[config.mk]
export PLATFORM = sky130hd
export DESIGN_NAME = self_program_flash_control
export DESIGN_NICKNAME = d
export VERILOG_FILES = /design/src/self_program_pkg.sv /design/src/lock_protect_decode.sv /design/src/self_program_flash_control.sv
export SDC_FILE = /design/constraint.sdc
export NUM_CORES = 1
export LEC_CHECK = 0
export BUFFER_PORTS_ARGS = -buffer_cell sky130_fd_sc_hd__buf_2
export CAP_MARGIN = 20
export CORE_UTILIZATION = 24
export CTS_BUF_LIST = sky130_fd_sc_hd__clkbuf_16
export DETAILED_ROUTE_END_ITERATION = 8
export SLEW_MARGIN = 25
export SYNTH_ARGS = -nofsm -noshare
export SYNTH_HDL_FRONTEND = slang
export SYNTH_HIERARCHICAL = 1
export SYNTH_SLANG_ARGS = --single-unit
export TNS_END_PERCENT = 30
[constraint.sdc]
create_clock -name clk_i -period 5.5 [get_ports clk_i]
set_input_delay 1.1 -clock clk_i [delete_from_list [all_inputs] [get_ports clk_i]]
set_output_delay 1.1 -clock clk_i [all_outputs]
set_load 0.01 [all_outputs]
[src/self_program_pkg.sv]
// constants, encodings and register map of the self-programming flash control
`default_nettype none
package self_program_pkg;

  // register byte offsets on the bus
  localparam logic [7:0] CSR_OFFSET  = 8'h00;
  localparam logic [7:0] LOCK_OFFSET = 8'h04;
  localparam int         OFFSET_W    = 8;

  // control and status field positions
  localparam int IRQ_EN_BIT = 7;
  localparam int BUSY_BIT   = 6;
  localparam int SIGNATURE_ROW_READ_BIT  = 5;
  localparam int REEN_BIT   = 4;
  localparam int STORE_BIT  = 0;
  localparam int CMD_W      = 5;
  localparam int CTRL_W     = 6;

  // accepted command patterns in the lower five bits
  localparam logic [4:0] CMD_FILL  = 5'h01;
  localparam logic [4:0] CMD_ERASE = 5'h03;
  localparam logic [4:0] CMD_WRITE = 5'h05;
  localparam logic [4:0] CMD_LOCK  = 5'h09;
  localparam logic [4:0] CMD_REEN  = 5'h11;

  // instruction windows in clock cycles
  localparam logic [2:0] STORE_WINDOW_CYC = 3'h4;
  localparam logic [2:0] LOAD_WINDOW_CYC  = 3'h3;
  localparam logic [2:0] WIN_ONE          = 3'h1;
  localparam logic [2:0] WIN_ZERO         = 3'h0;

  // pointer layout: word select and page select
  localparam int PTR_W    = 16;
  localparam int BYTE_SEL = 0;
  localparam int WORD_LSB = 1;
  localparam int WORD_W   = 7;
  localparam int PAGE_LSB = 8;
  localparam int PAGE_W   = 8;

  // section boundaries as page numbers
  localparam logic [7:0] NO_READ_WHILE_WRITE_SECTION_FIRST_PAGE = 8'hF0;
  localparam logic [7:0] BOOT_FIRST_PAGE = 8'hE0;

  // lock byte layout and default
  localparam logic [7:0] LOCK_DEFAULT = 8'hFF;
  localparam int MAIN_LO_BIT  = 0;
  localparam int MAIN_HI_BIT  = 1;
  localparam int APP_LO_BIT   = 2;
  localparam int APP_HI_BIT   = 3;
  localparam int BOOT_LO_BIT  = 4;
  localparam int BOOT_HI_BIT  = 5;
  localparam int BLOCK_LSB    = 2;
  localparam int BLOCK_MSB    = 5;

  // bus encodings
  localparam logic       HRESP_OKAY = 1'b0;
  localparam logic [7:0] BYTE_ZERO  = 8'h00;

  // sequencer states
  typedef enum logic [2:0] {
    OP_IDLE  = 3'b001,
    OP_ARMED = 3'b010,
    OP_BUSY  = 3'b100
  } op_state_e;

endpackage
`default_nettype wire

[src/lock_protect_decode.sv]
// decode of the lock byte into protection and blocking signals
`default_nettype none
module lock_protect_decode
  import self_program_pkg::*;
(
  input  wire logic [7:0] lock_byte_i,
  input  wire logic       exec_in_boot_i,
  input  wire logic       vectors_in_boot_i,
  input  wire logic       target_in_boot_i,
  output logic            ext_prog_inhibit_o,
  output logic            ext_verify_inhibit_o,
  output logic            fuse_locked_o,
  output logic            boot_lock_locked_o,
  output logic            self_write_allowed_o,
  output logic            app_read_block_o,
  output logic            boot_read_block_o,
  output logic            irq_mask_o
);
  import self_program_pkg::*;

  logic app_wr_lock;
  logic app_rd_lock;
  logic boot_wr_lock;
  logic boot_rd_lock;

  // main lock: mode 2 stops programming, mode 3 also verification
  assign ext_prog_inhibit_o   = ~lock_byte_i[MAIN_LO_BIT];
  assign fuse_locked_o        = ~lock_byte_i[MAIN_LO_BIT];
  assign ext_verify_inhibit_o = ~lock_byte_i[MAIN_LO_BIT] & ~lock_byte_i[MAIN_HI_BIT];
  assign boot_lock_locked_o   = ~lock_byte_i[MAIN_LO_BIT] & ~lock_byte_i[MAIN_HI_BIT];

  // section pairs: low bit clear is mode 2 or 3, high bit clear is mode 3 or 4
  assign app_wr_lock  = ~lock_byte_i[APP_LO_BIT];
  assign app_rd_lock  = ~lock_byte_i[APP_HI_BIT];
  assign boot_wr_lock = ~lock_byte_i[BOOT_LO_BIT];
  assign boot_rd_lock = ~lock_byte_i[BOOT_HI_BIT];

  // self-programming write permission for the addressed section
  assign self_write_allowed_o = target_in_boot_i ? ~boot_wr_lock : ~app_wr_lock;

  // cross-section read blocking and interrupt masking
  assign app_read_block_o  = exec_in_boot_i & app_rd_lock;
  assign boot_read_block_o = ~exec_in_boot_i & boot_rd_lock;
  assign irq_mask_o = (vectors_in_boot_i & ~exec_in_boot_i & app_rd_lock)
                    | (~vectors_in_boot_i & exec_in_boot_i & boot_rd_lock);

endmodule
`default_nettype wire

[src/self_program_flash_control.sv]
// self-programming control and status, store/load windows and lock handling
// Contract
// - ready interrupt requested while enable, global flag set and store-enable clear
// - erase or write to read-while-write section sets busy, blocking that section
// - busy clears by read-enable command after the operation or on buffer fill
// - signature read: load within three cycles returns signature byte, store does nothing
// - read-enable command re-enables section; refused while erase or write runs
// - writing read-enable during buffer loading aborts load and drops buffered data
// - boot lock set store programs boot lock bits from register zero, self-clears
// - load within three cycles after boot lock set returns lock or fuse byte
// - page write store writes buffer to pointer page, self-clears at end or expiry
// - page erase store erases pointer page, self-clears at end or expiry
// - processor stalled through erase or write of a no-read-while-write page
// - store-enable alone: store puts registers one:zero into buffer word at pointer
// - store-enable opens four-cycle store window, clears on store or expiry
// - store-enable stays set during erase or write as busy indication
// - only listed command patterns in lower five bits take effect; any write with read-enable set still aborts buffer loading
// - lock byte: six bits, all default one, restored only by chip erase; reset also loads the default here
// - main lock mode 2 inhibits external programming and locks fuses
// - main lock mode 3 inhibits external programming, verification, locks boot bits; code only raises boot_lock_locked_o, lock stores still program them
// - application pair mode 2 or 3 blocks self-programming writes there
// - application pair modes 3 and 4 block boot reads, mask interrupts
// - boot pair mode 2 or 3 blocks self-programming writes to boot section
// - boot pair modes 3 and 4 block application reads, mask interrupts
`default_nettype none
module self_program_flash_control
  import self_program_pkg::*;
(
  input  wire logic              clk_i,
  input  wire logic              rst_n_i,
  input  wire logic              clk_en_i,
  // bus slave
  input  wire logic              hsel_i,
  input  wire logic [31:0]       haddr_i,
  input  wire logic [1:0]        htrans_i,
  input  wire logic              hwrite_i,
  input  wire logic [2:0]        hsize_i,
  input  wire logic [31:0]       hwdata_i,
  input  wire logic              hready_i,
  output logic      [31:0]       hrdata_o,
  output logic                   hreadyout_o,
  output logic                   hresp_o,
  // processor side
  input  wire logic              store_instr_i,
  input  wire logic              load_instr_i,
  input  wire logic [PTR_W-1:0]  pointer_i,
  input  wire logic [7:0]        gp_reg_zero_i,
  input  wire logic [7:0]        gp_reg_one_i,
  input  wire logic              global_irq_en_i,
  input  wire logic              exec_in_boot_i,
  input  wire logic              vectors_in_boot_i,
  output logic                   ready_irq_o,
  output logic                   stall_cpu_o,
  output logic                   irq_mask_o,
  output logic [7:0]             load_data_o,
  output logic                   load_valid_o,
  // flash array side
  input  wire logic [7:0]        sig_byte_i,
  input  wire logic [7:0]        fuse_byte_i,
  input  wire logic              flash_op_done_i,
  input  wire logic              chip_erase_i,
  output logic                   buf_wr_o,
  output logic [WORD_W-1:0]      buf_word_o,
  output logic [15:0]            buf_data_o,
  output logic                   buf_clear_o,
  output logic                   op_start_o,
  output logic                   op_erase_o,
  output logic [PAGE_W-1:0]      op_page_o,
  // protection
  output logic                   rw_section_blocked_o,
  output logic                   app_read_block_o,
  output logic                   boot_read_block_o,
  output logic                   ext_prog_inhibit_o,
  output logic                   ext_verify_inhibit_o,
  output logic                   fuse_locked_o,
  output logic                   boot_lock_locked_o,
  output logic [7:0]             lock_byte_o
);
  import self_program_pkg::*;

  op_state_e           state_reg;
  op_state_e           state_next;
  logic [CTRL_W-1:0]   ctrl_reg;
  logic                irq_en_reg;
  logic                rw_busy_reg;
  logic [2:0]          win_cnt_reg;
  logic                op_rww_reg;
  logic                buf_loaded_reg;
  logic [7:0]          lock_reg;
  logic                dph_wr_reg;
  logic [OFFSET_W-1:0] dph_addr_reg;
  logic [31:0]         hrdata_reg;
  logic [7:0]          load_data_reg;
  logic                load_valid_reg;
  logic                buf_wr_reg;
  logic [WORD_W-1:0]   buf_word_reg;
  logic [15:0]         buf_data_reg;
  logic                buf_clear_reg;
  logic                op_start_reg;
  logic                op_erase_reg;
  logic [PAGE_W-1:0]   op_page_reg;

  logic                addr_take;
  logic                csr_wr;
  logic [7:0]          wr_byte;
  logic [CMD_W-1:0]    wr_cmd;
  logic                cmd_legal;
  logic                csr_cmd_accept;
  logic                op_busy;
  logic                store_take;
  logic                load_take;
  logic [CMD_W-1:0]    cmd;
  logic [PAGE_W-1:0]   tgt_page;
  logic                tgt_rww;
  logic                tgt_boot;
  logic                write_allowed;
  logic                op_launch;
  logic [7:0]          csr_value;
  logic [7:0]          rd_mux;

  // bus address phase and command decode
  assign addr_take      = hsel_i & htrans_i[1] & hready_i;
  assign csr_wr         = dph_wr_reg & (dph_addr_reg == CSR_OFFSET);
  assign wr_byte        = hwdata_i[7:0];
  assign wr_cmd         = wr_byte[CMD_W-1:0];
  assign op_busy        = (state_reg == OP_BUSY);
  assign cmd            = ctrl_reg[CMD_W-1:0];
  assign tgt_page       = pointer_i[PAGE_LSB +: PAGE_W];
  assign tgt_rww        = (tgt_page < NO_READ_WHILE_WRITE_SECTION_FIRST_PAGE);
  assign tgt_boot       = (tgt_page >= BOOT_FIRST_PAGE);

  // only listed patterns arm a window; signature read rides on the fill code
  always_comb begin
    if (wr_byte[SIGNATURE_ROW_READ_BIT]) begin
      cmd_legal = (wr_cmd == CMD_FILL);
    end else begin
      cmd_legal = (wr_cmd == CMD_FILL) || (wr_cmd == CMD_ERASE) ||
                  (wr_cmd == CMD_WRITE) || (wr_cmd == CMD_LOCK) ||
                  (wr_cmd == CMD_REEN);
    end
  end

  // commands during a running erase or write are refused
  assign csr_cmd_accept = csr_wr & cmd_legal & ~op_busy;
  assign store_take     = store_instr_i & (state_reg == OP_ARMED) & ~csr_cmd_accept;
  assign load_take      = load_instr_i & (state_reg == OP_ARMED)
                        & (win_cnt_reg > (STORE_WINDOW_CYC - LOAD_WINDOW_CYC));
  assign op_launch      = store_take & ((cmd == CMD_ERASE) || (cmd == CMD_WRITE))
                        & ~ctrl_reg[SIGNATURE_ROW_READ_BIT] & write_allowed;

  // lock byte decode
  lock_protect_decode u_lock_decode (
    .lock_byte_i          (lock_reg),
    .exec_in_boot_i       (exec_in_boot_i),
    .vectors_in_boot_i    (vectors_in_boot_i),
    .target_in_boot_i     (tgt_boot),
    .ext_prog_inhibit_o   (ext_prog_inhibit_o),
    .ext_verify_inhibit_o (ext_verify_inhibit_o),
    .fuse_locked_o        (fuse_locked_o),
    .boot_lock_locked_o   (boot_lock_locked_o),
    .self_write_allowed_o (write_allowed),
    .app_read_block_o     (app_read_block_o),
    .boot_read_block_o    (boot_read_block_o),
    .irq_mask_o           (irq_mask_o)
  );

  // sequencer next state
  always_comb begin
    state_next = state_reg;
    unique case (state_reg)
      OP_IDLE: begin
        if (csr_cmd_accept) begin
          state_next = OP_ARMED;
        end
      end
      OP_ARMED: begin
        if (csr_cmd_accept) begin
          state_next = OP_ARMED;
        end else if (op_launch) begin
          state_next = OP_BUSY;
        end else if (store_take || (win_cnt_reg == WIN_ONE)) begin
          state_next = OP_IDLE;
        end
      end
      OP_BUSY: begin
        if (flash_op_done_i) begin
          state_next = OP_IDLE;
        end
      end
      default: state_next = OP_IDLE;
    endcase
  end

  // sequencer state
  always_ff @(posedge clk_i) begin
    if (!rst_n_i) begin
      state_reg <= OP_IDLE;
    end else if (clk_en_i) begin
      state_reg <= state_next;
    end
  end

  // window counter restarts on each accepted write
  always_ff @(posedge clk_i) begin
    if (!rst_n_i) begin
      win_cnt_reg <= WIN_ZERO;
    end else if (clk_en_i) begin
      if (csr_cmd_accept) begin
        win_cnt_reg <= STORE_WINDOW_CYC;
      end else if ((state_reg == OP_ARMED) && (win_cnt_reg != WIN_ZERO)) begin
        win_cnt_reg <= 3'(win_cnt_reg - WIN_ONE);
      end else begin
        win_cnt_reg <= WIN_ZERO;
      end
    end
  end

  // command bits: armed by write, self-clear when the sequencer idles
  always_ff @(posedge clk_i) begin
    if (!rst_n_i) begin
      ctrl_reg <= '0;
    end else if (clk_en_i) begin
      if (csr_cmd_accept) begin
        ctrl_reg <= wr_byte[CTRL_W-1:0];
      end else if (state_next == OP_IDLE) begin
        ctrl_reg <= '0;
      end
    end
  end

  // interrupt enable is writable at any time
  always_ff @(posedge clk_i) begin
    if (!rst_n_i) begin
      irq_en_reg <= 1'b0;
    end else if (clk_en_i && csr_wr) begin
      irq_en_reg <= wr_byte[IRQ_EN_BIT];
    end
  end

  // section-busy flag
  always_ff @(posedge clk_i) begin
    if (!rst_n_i) begin
      rw_busy_reg <= 1'b0;
      op_rww_reg  <= 1'b0;
    end else if (clk_en_i) begin
      if (op_launch) begin
        op_rww_reg  <= tgt_rww;
        rw_busy_reg <= rw_busy_reg | tgt_rww;
      end else if (store_take && !ctrl_reg[SIGNATURE_ROW_READ_BIT] &&
                   ((cmd == CMD_REEN) || (cmd == CMD_FILL))) begin
        rw_busy_reg <= 1'b0;
      end
    end
  end

  // temporary buffer fill, abort and loaded tracking
  always_ff @(posedge clk_i) begin
    if (!rst_n_i) begin
      buf_wr_reg     <= 1'b0;
      buf_word_reg   <= '0;
      buf_data_reg   <= '0;
      buf_clear_reg  <= 1'b0;
      buf_loaded_reg <= 1'b0;
    end else if (clk_en_i) begin
      buf_wr_reg    <= store_take & (cmd == CMD_FILL) & ~ctrl_reg[SIGNATURE_ROW_READ_BIT];
      buf_clear_reg <= csr_wr & wr_byte[REEN_BIT] & buf_loaded_reg;
      if (store_take && (cmd == CMD_FILL) && !ctrl_reg[SIGNATURE_ROW_READ_BIT]) begin
        buf_word_reg   <= pointer_i[WORD_LSB +: WORD_W];
        buf_data_reg   <= {gp_reg_one_i, gp_reg_zero_i};
        buf_loaded_reg <= 1'b1;
      end else if ((csr_wr && wr_byte[REEN_BIT]) || (op_launch && cmd == CMD_WRITE)) begin
        buf_loaded_reg <= 1'b0;
      end
    end
  end

  // erase or write launch toward the array
  always_ff @(posedge clk_i) begin
    if (!rst_n_i) begin
      op_start_reg <= 1'b0;
      op_erase_reg <= 1'b0;
      op_page_reg  <= '0;
    end else if (clk_en_i) begin
      op_start_reg <= op_launch;
      if (op_launch) begin
        op_erase_reg <= (cmd == CMD_ERASE);
        op_page_reg  <= tgt_page;
      end
    end
  end

  // lock byte: bits only go to zero by store, back to one by chip erase
  always_ff @(posedge clk_i) begin
    if (!rst_n_i) begin
      lock_reg <= LOCK_DEFAULT;
    end else if (clk_en_i) begin
      if (chip_erase_i) begin
        lock_reg <= LOCK_DEFAULT;
      end else if (store_take && (cmd == CMD_LOCK)) begin
        lock_reg[BLOCK_MSB:BLOCK_LSB] <= lock_reg[BLOCK_MSB:BLOCK_LSB]
                                       & gp_reg_zero_i[BLOCK_MSB:BLOCK_LSB];
      end
    end
  end

  // special loads: signature, lock or fuse byte
  always_ff @(posedge clk_i) begin
    if (!rst_n_i) begin
      load_valid_reg <= 1'b0;
      load_data_reg  <= BYTE_ZERO;
    end else if (clk_en_i) begin
      load_valid_reg <= load_take & (ctrl_reg[SIGNATURE_ROW_READ_BIT] | (cmd == CMD_LOCK));
      if (load_take && ctrl_reg[SIGNATURE_ROW_READ_BIT]) begin
        load_data_reg <= sig_byte_i;
      end else if (load_take && (cmd == CMD_LOCK)) begin
        load_data_reg <= pointer_i[BYTE_SEL] ? lock_reg : fuse_byte_i;
      end
    end
  end

  // bus address phase capture and registered read data
  assign csr_value = {irq_en_reg, rw_busy_reg, ctrl_reg};
  always_comb begin
    rd_mux = BYTE_ZERO;
    if (haddr_i[OFFSET_W-1:0] == CSR_OFFSET) begin
      rd_mux = csr_value;
    end else if (haddr_i[OFFSET_W-1:0] == LOCK_OFFSET) begin
      rd_mux = lock_reg;
    end
  end

  always_ff @(posedge clk_i) begin
    if (!rst_n_i) begin
      dph_wr_reg   <= 1'b0;
      dph_addr_reg <= '0;
      hrdata_reg   <= '0;
    end else if (clk_en_i) begin
      dph_wr_reg <= addr_take & hwrite_i;
      if (addr_take) begin
        dph_addr_reg <= haddr_i[OFFSET_W-1:0];
        hrdata_reg   <= {24'h000000, rd_mux};
      end
    end
  end

  // outputs
  assign hrdata_o             = hrdata_reg;
  assign hreadyout_o          = 1'b1;
  assign hresp_o              = HRESP_OKAY;
  assign ready_irq_o          = irq_en_reg & global_irq_en_i & ~ctrl_reg[STORE_BIT];
  assign stall_cpu_o          = op_busy & ~op_rww_reg;
  assign rw_section_blocked_o = rw_busy_reg;
  assign load_data_o          = load_data_reg;
  assign load_valid_o         = load_valid_reg;
  assign buf_wr_o             = buf_wr_reg;
  assign buf_word_o           = buf_word_reg;
  assign buf_data_o           = buf_data_reg;
  assign buf_clear_o          = buf_clear_reg;
  assign op_start_o           = op_start_reg;
  assign op_erase_o           = op_erase_reg;
  assign op_page_o            = op_page_reg;
  assign lock_byte_o          = lock_reg;
endmodule
`default_nettype wire

==> flow_summary_export.csv <==
group,metric,value,unit
grt,overflow,0,
placement,port_buffers,138,
critical_path,path_max_fanout,23,
critical_path,critPathKind,"in2reg",
flow_run,cap_violations,0,
route,via_count,3469,
yosys,synth_edf_count,0,
route,post_drt_wl_per_cell,13.7,um
final_layout,num-fill-cells,1682,
hold_path,hp-start,"hrdata_o[1]",
critical_path,r2r_setup_slack,3.35,ns
clock_network,clk_latency,0.34,ns
die,die_area,16500,um2
grt,track_usage,0.132,
critical_path,cp-start-kind,"primary input",
die,num_rows,45,
yosys,synth_area_per_cell,8.80,um2
die,num_io_pins,226,
hold_path,min_path_type,"reg2reg",
timing,finalHoldViolCount,0,
die,start_util,0.249,
grt,grt.met2_usage,0.208,
timing,finClkSkew,0.0110,ns
clock_network,numCtsBuffers,9,
yosys,async_reset_ff_frac,0,
timing,holdWs,0.449,ns
route,first_pass_iters,5,
pwr,design_power_total,0.00127,W
critical_path,cp-end-kind,"flip-flop",
clock_network,cts_root_buf,"clkbuf_16",
die,die_w,128,um
critical_path,r2r-end,"rw_section_blocked_o",
pwr,p_leak,2.05,nW
run_status,outcome,"complete, no violations",
clock_network,clk_path_buf_depth,2,
timing,setup_violations,0,
route,drt_iter0_markers,132,
route,vias_per_cell,4.46,
timing,setup_tns,0,ns
timing,maxSlewHeadroom,0.373,
grt,grt_antenna_before_repair,0,
yosys,synth_cell_types,65,
final_layout,largest_reg_flops,16,
final_layout,finalNetCount,695,
timing,max_freq,365,MHz
final_layout,drive_gt1_frac,0.305,
grt,grt_pass1_vias,3166,
hold_path,holdPathEnd,"hrdata_o[1]",
yosys,synth-seq-cells,81,
grt,grt_max_degree,51,
final_layout,multi_input_area,1940,um2
yosys,syn_area,3840,um2
timing,rsz0062_at_grt,"false",
pwr,power_density,262,nW/um2
yosys,ys.flop_type,"dfxtp_1",
grt,busiest_layer,"met2",
timing,min_period,2.74,ns
critical_path,cp_data_required_time,5.74,ns
hold_path,worstHoldPathCells,2,
route,routed_wl,10.7,mm
final_layout,antenna_cells,0,
critical_path,reg2reg_from,"lock_byte_o[4]",
yosys,ys_seq_area_frac,0.422,
die,core,15400,um2
clock_network,ctsResizeCount,0,
critical_path,reg2regPathDepth,6,
clock_network,cts.sinks,81,
timing,slew_violations,0,
final_layout,area_growth,26.5,%
route,drc,0,
clock_network,hold_buffers,0,
placement,dp_hpwl,7.68,mm
timing,worst_slew_pin_slew,0.939,ns
placement,gp_congestion,0.811,
grt,use_met1,0.171,
final_layout,regArea,1620,um2
clock_network,path_clk_slew,0.06,ns
yosys,yosys_warnings,6,
clock_network,postCtsSetupRepairBufs,0,
timing,fin_crit_sh,0.498,
yosys,syn_inst,436,
clock_network,cts_tree,"yes",
pwr,vdd_drop_max,151,uV
die,die_h,128,um
clock_network,htreeDepth,3,
grt,grtUsageMet3,0.0333,
critical_path,critPathArrivalTime,2.98,ns
grt,grt_first_pass_wirelength,16.7,mm
route,ant_nets,0,
per-stage QoR:
stage / utilization / instances / setup slack [ns] / instance area [um2]
after floorplan: - / 467 / 2.95 / 3960
after global placement: 0.295 / 762 / 2.11 / 4560
after detailed placement: 0.295 / 762 / 2.13 / 4560
after CTS: 0.314 / 778 / 2.48 / 4850
after global routing: 0.315 / 778 / 2.63 / 4850
final: 0.315 / 778 / 2.76 / 4850
cell usage after synthesis (all sizes together) (2+ instances only):
master | instances | area share
dfxtp | 81 | 0.42
nand2 | 53 | 0.052
buf | 38 | 0.079
nor2 | 37 | 0.036
a21oi | 28 | 0.037
mux2i | 23 | 0.060
o21ai | 23 | 0.030
clkbuf | 17 | 0.017
nand3 | 17 | 0.022
o22ai | 14 | 0.023
inv | 10 | 0.0098
mux2 | 8 | 0.024
nor3 | 7 | 0.0091
a32o | 5 | 0.013
o211ai | 5 | 0.0098
nor2b | 4 | 0.0065
nor4b | 4 | 0.011
a311oi | 3 | 0.0068
and3 | 3 | 0.0049
ha | 3 | 0.0098
nand4 | 3 | 0.0049
nor3b | 3 | 0.0072
nor4 | 3 | 0.0098
o21a | 3 | 0.0059
or3b | 3 | 0.0068
a21o | 2 | 0.0039
a31oi | 2 | 0.0033
and2 | 2 | 0.0033
conb | 2 | 0.0020
maj3 | 2 | 0.0055
nand3b | 2 | 0.0039
o2111a | 2 | 0.0059
o311a | 2 | 0.0052
cells in the final DEF (no fill, tap or decap), types with 4 or more instances in the layout:
cell type and n:
conb_1 33, nand2_1 53, inv_1 10, nand3_1 17, o211ai_1 5, o21ai_0 23, a32o_1 5, nor2b_1 4
nor3_1 7, mux2_2 7, dfxtp_1 81, o22ai_1 14, buf_2 138, nor2_1 37, a21oi_1 28, clkbuf_16 9
mux2i_1 23
report_power, final:
group,switching [W],total [W],leakage [nW],internal [W]
Clock,0.000244,0.000590,0.142,0.000347
Combinational,0.0000547,0.0000879,1.26,0.0000332
Sequential,0.00000299,0.000592,0.653,0.000589
Total,0.000301,0.00127,2.05,0.000969
critical path, cell delays in order:
cell	delay, ns
buf_2	0.10
and3_1	0.23
mux2_4	0.21
nor2b_1	0.20
nand4_1	0.18
a31oi_4	0.56
a21oi_1	0.14
a311oi_1	0.26
routing by layer:
metal	vias to the layer above	wire, um
li1	1743	-
met1	1579	5180
met2	134	4730
met3	13	638
met4	0	143
met5	-	0
worst max path at each step:
stage          depth (start not counted)  slack [ns]           from                   end
2_1_floorplan                          8        2.95  pointer_i[14]            op_erase_o
3_3_place_gp                           8        2.11  pointer_i[14]        buf_loaded_reg
3_5_place_dp                           8        2.13  pointer_i[14]        buf_loaded_reg
4_1_cts                                8        2.48  pointer_i[14]        buf_loaded_reg
5_1_grt                                8        2.63  pointer_i[14]            op_erase_o
6_report                               8        2.76  pointer_i[14]  rw_section_blocked_o
cell type report:
cell class                      count  area share
Multi-Input combinational cell    320       0.400
Sequential cell                    81       0.334
Tap cell                          211      0.0544
Inverter                           11     0.00851
Clock buffer                        9      0.0464
Clock inverter                      7      0.0129
Timing Repair Buffer              139       0.144
kinds of logic after synthesis:
| family | share of synthesized area |
|---|---|
| other | 0.00196 |
| AND/OR/NAND/NOR | 0.194 |
| XOR/XNOR | 0.00228 |
| AO/OA/AOI/OAI | 0.174 |
| flip-flops | 0.422 |
| adder cells (fa/ha/maj) | 0.0153 |
| buffers and inverters | 0.106 |
| multiplexers | 0.0844 |
Note: power is estimated with default switching activity, not from simulation.
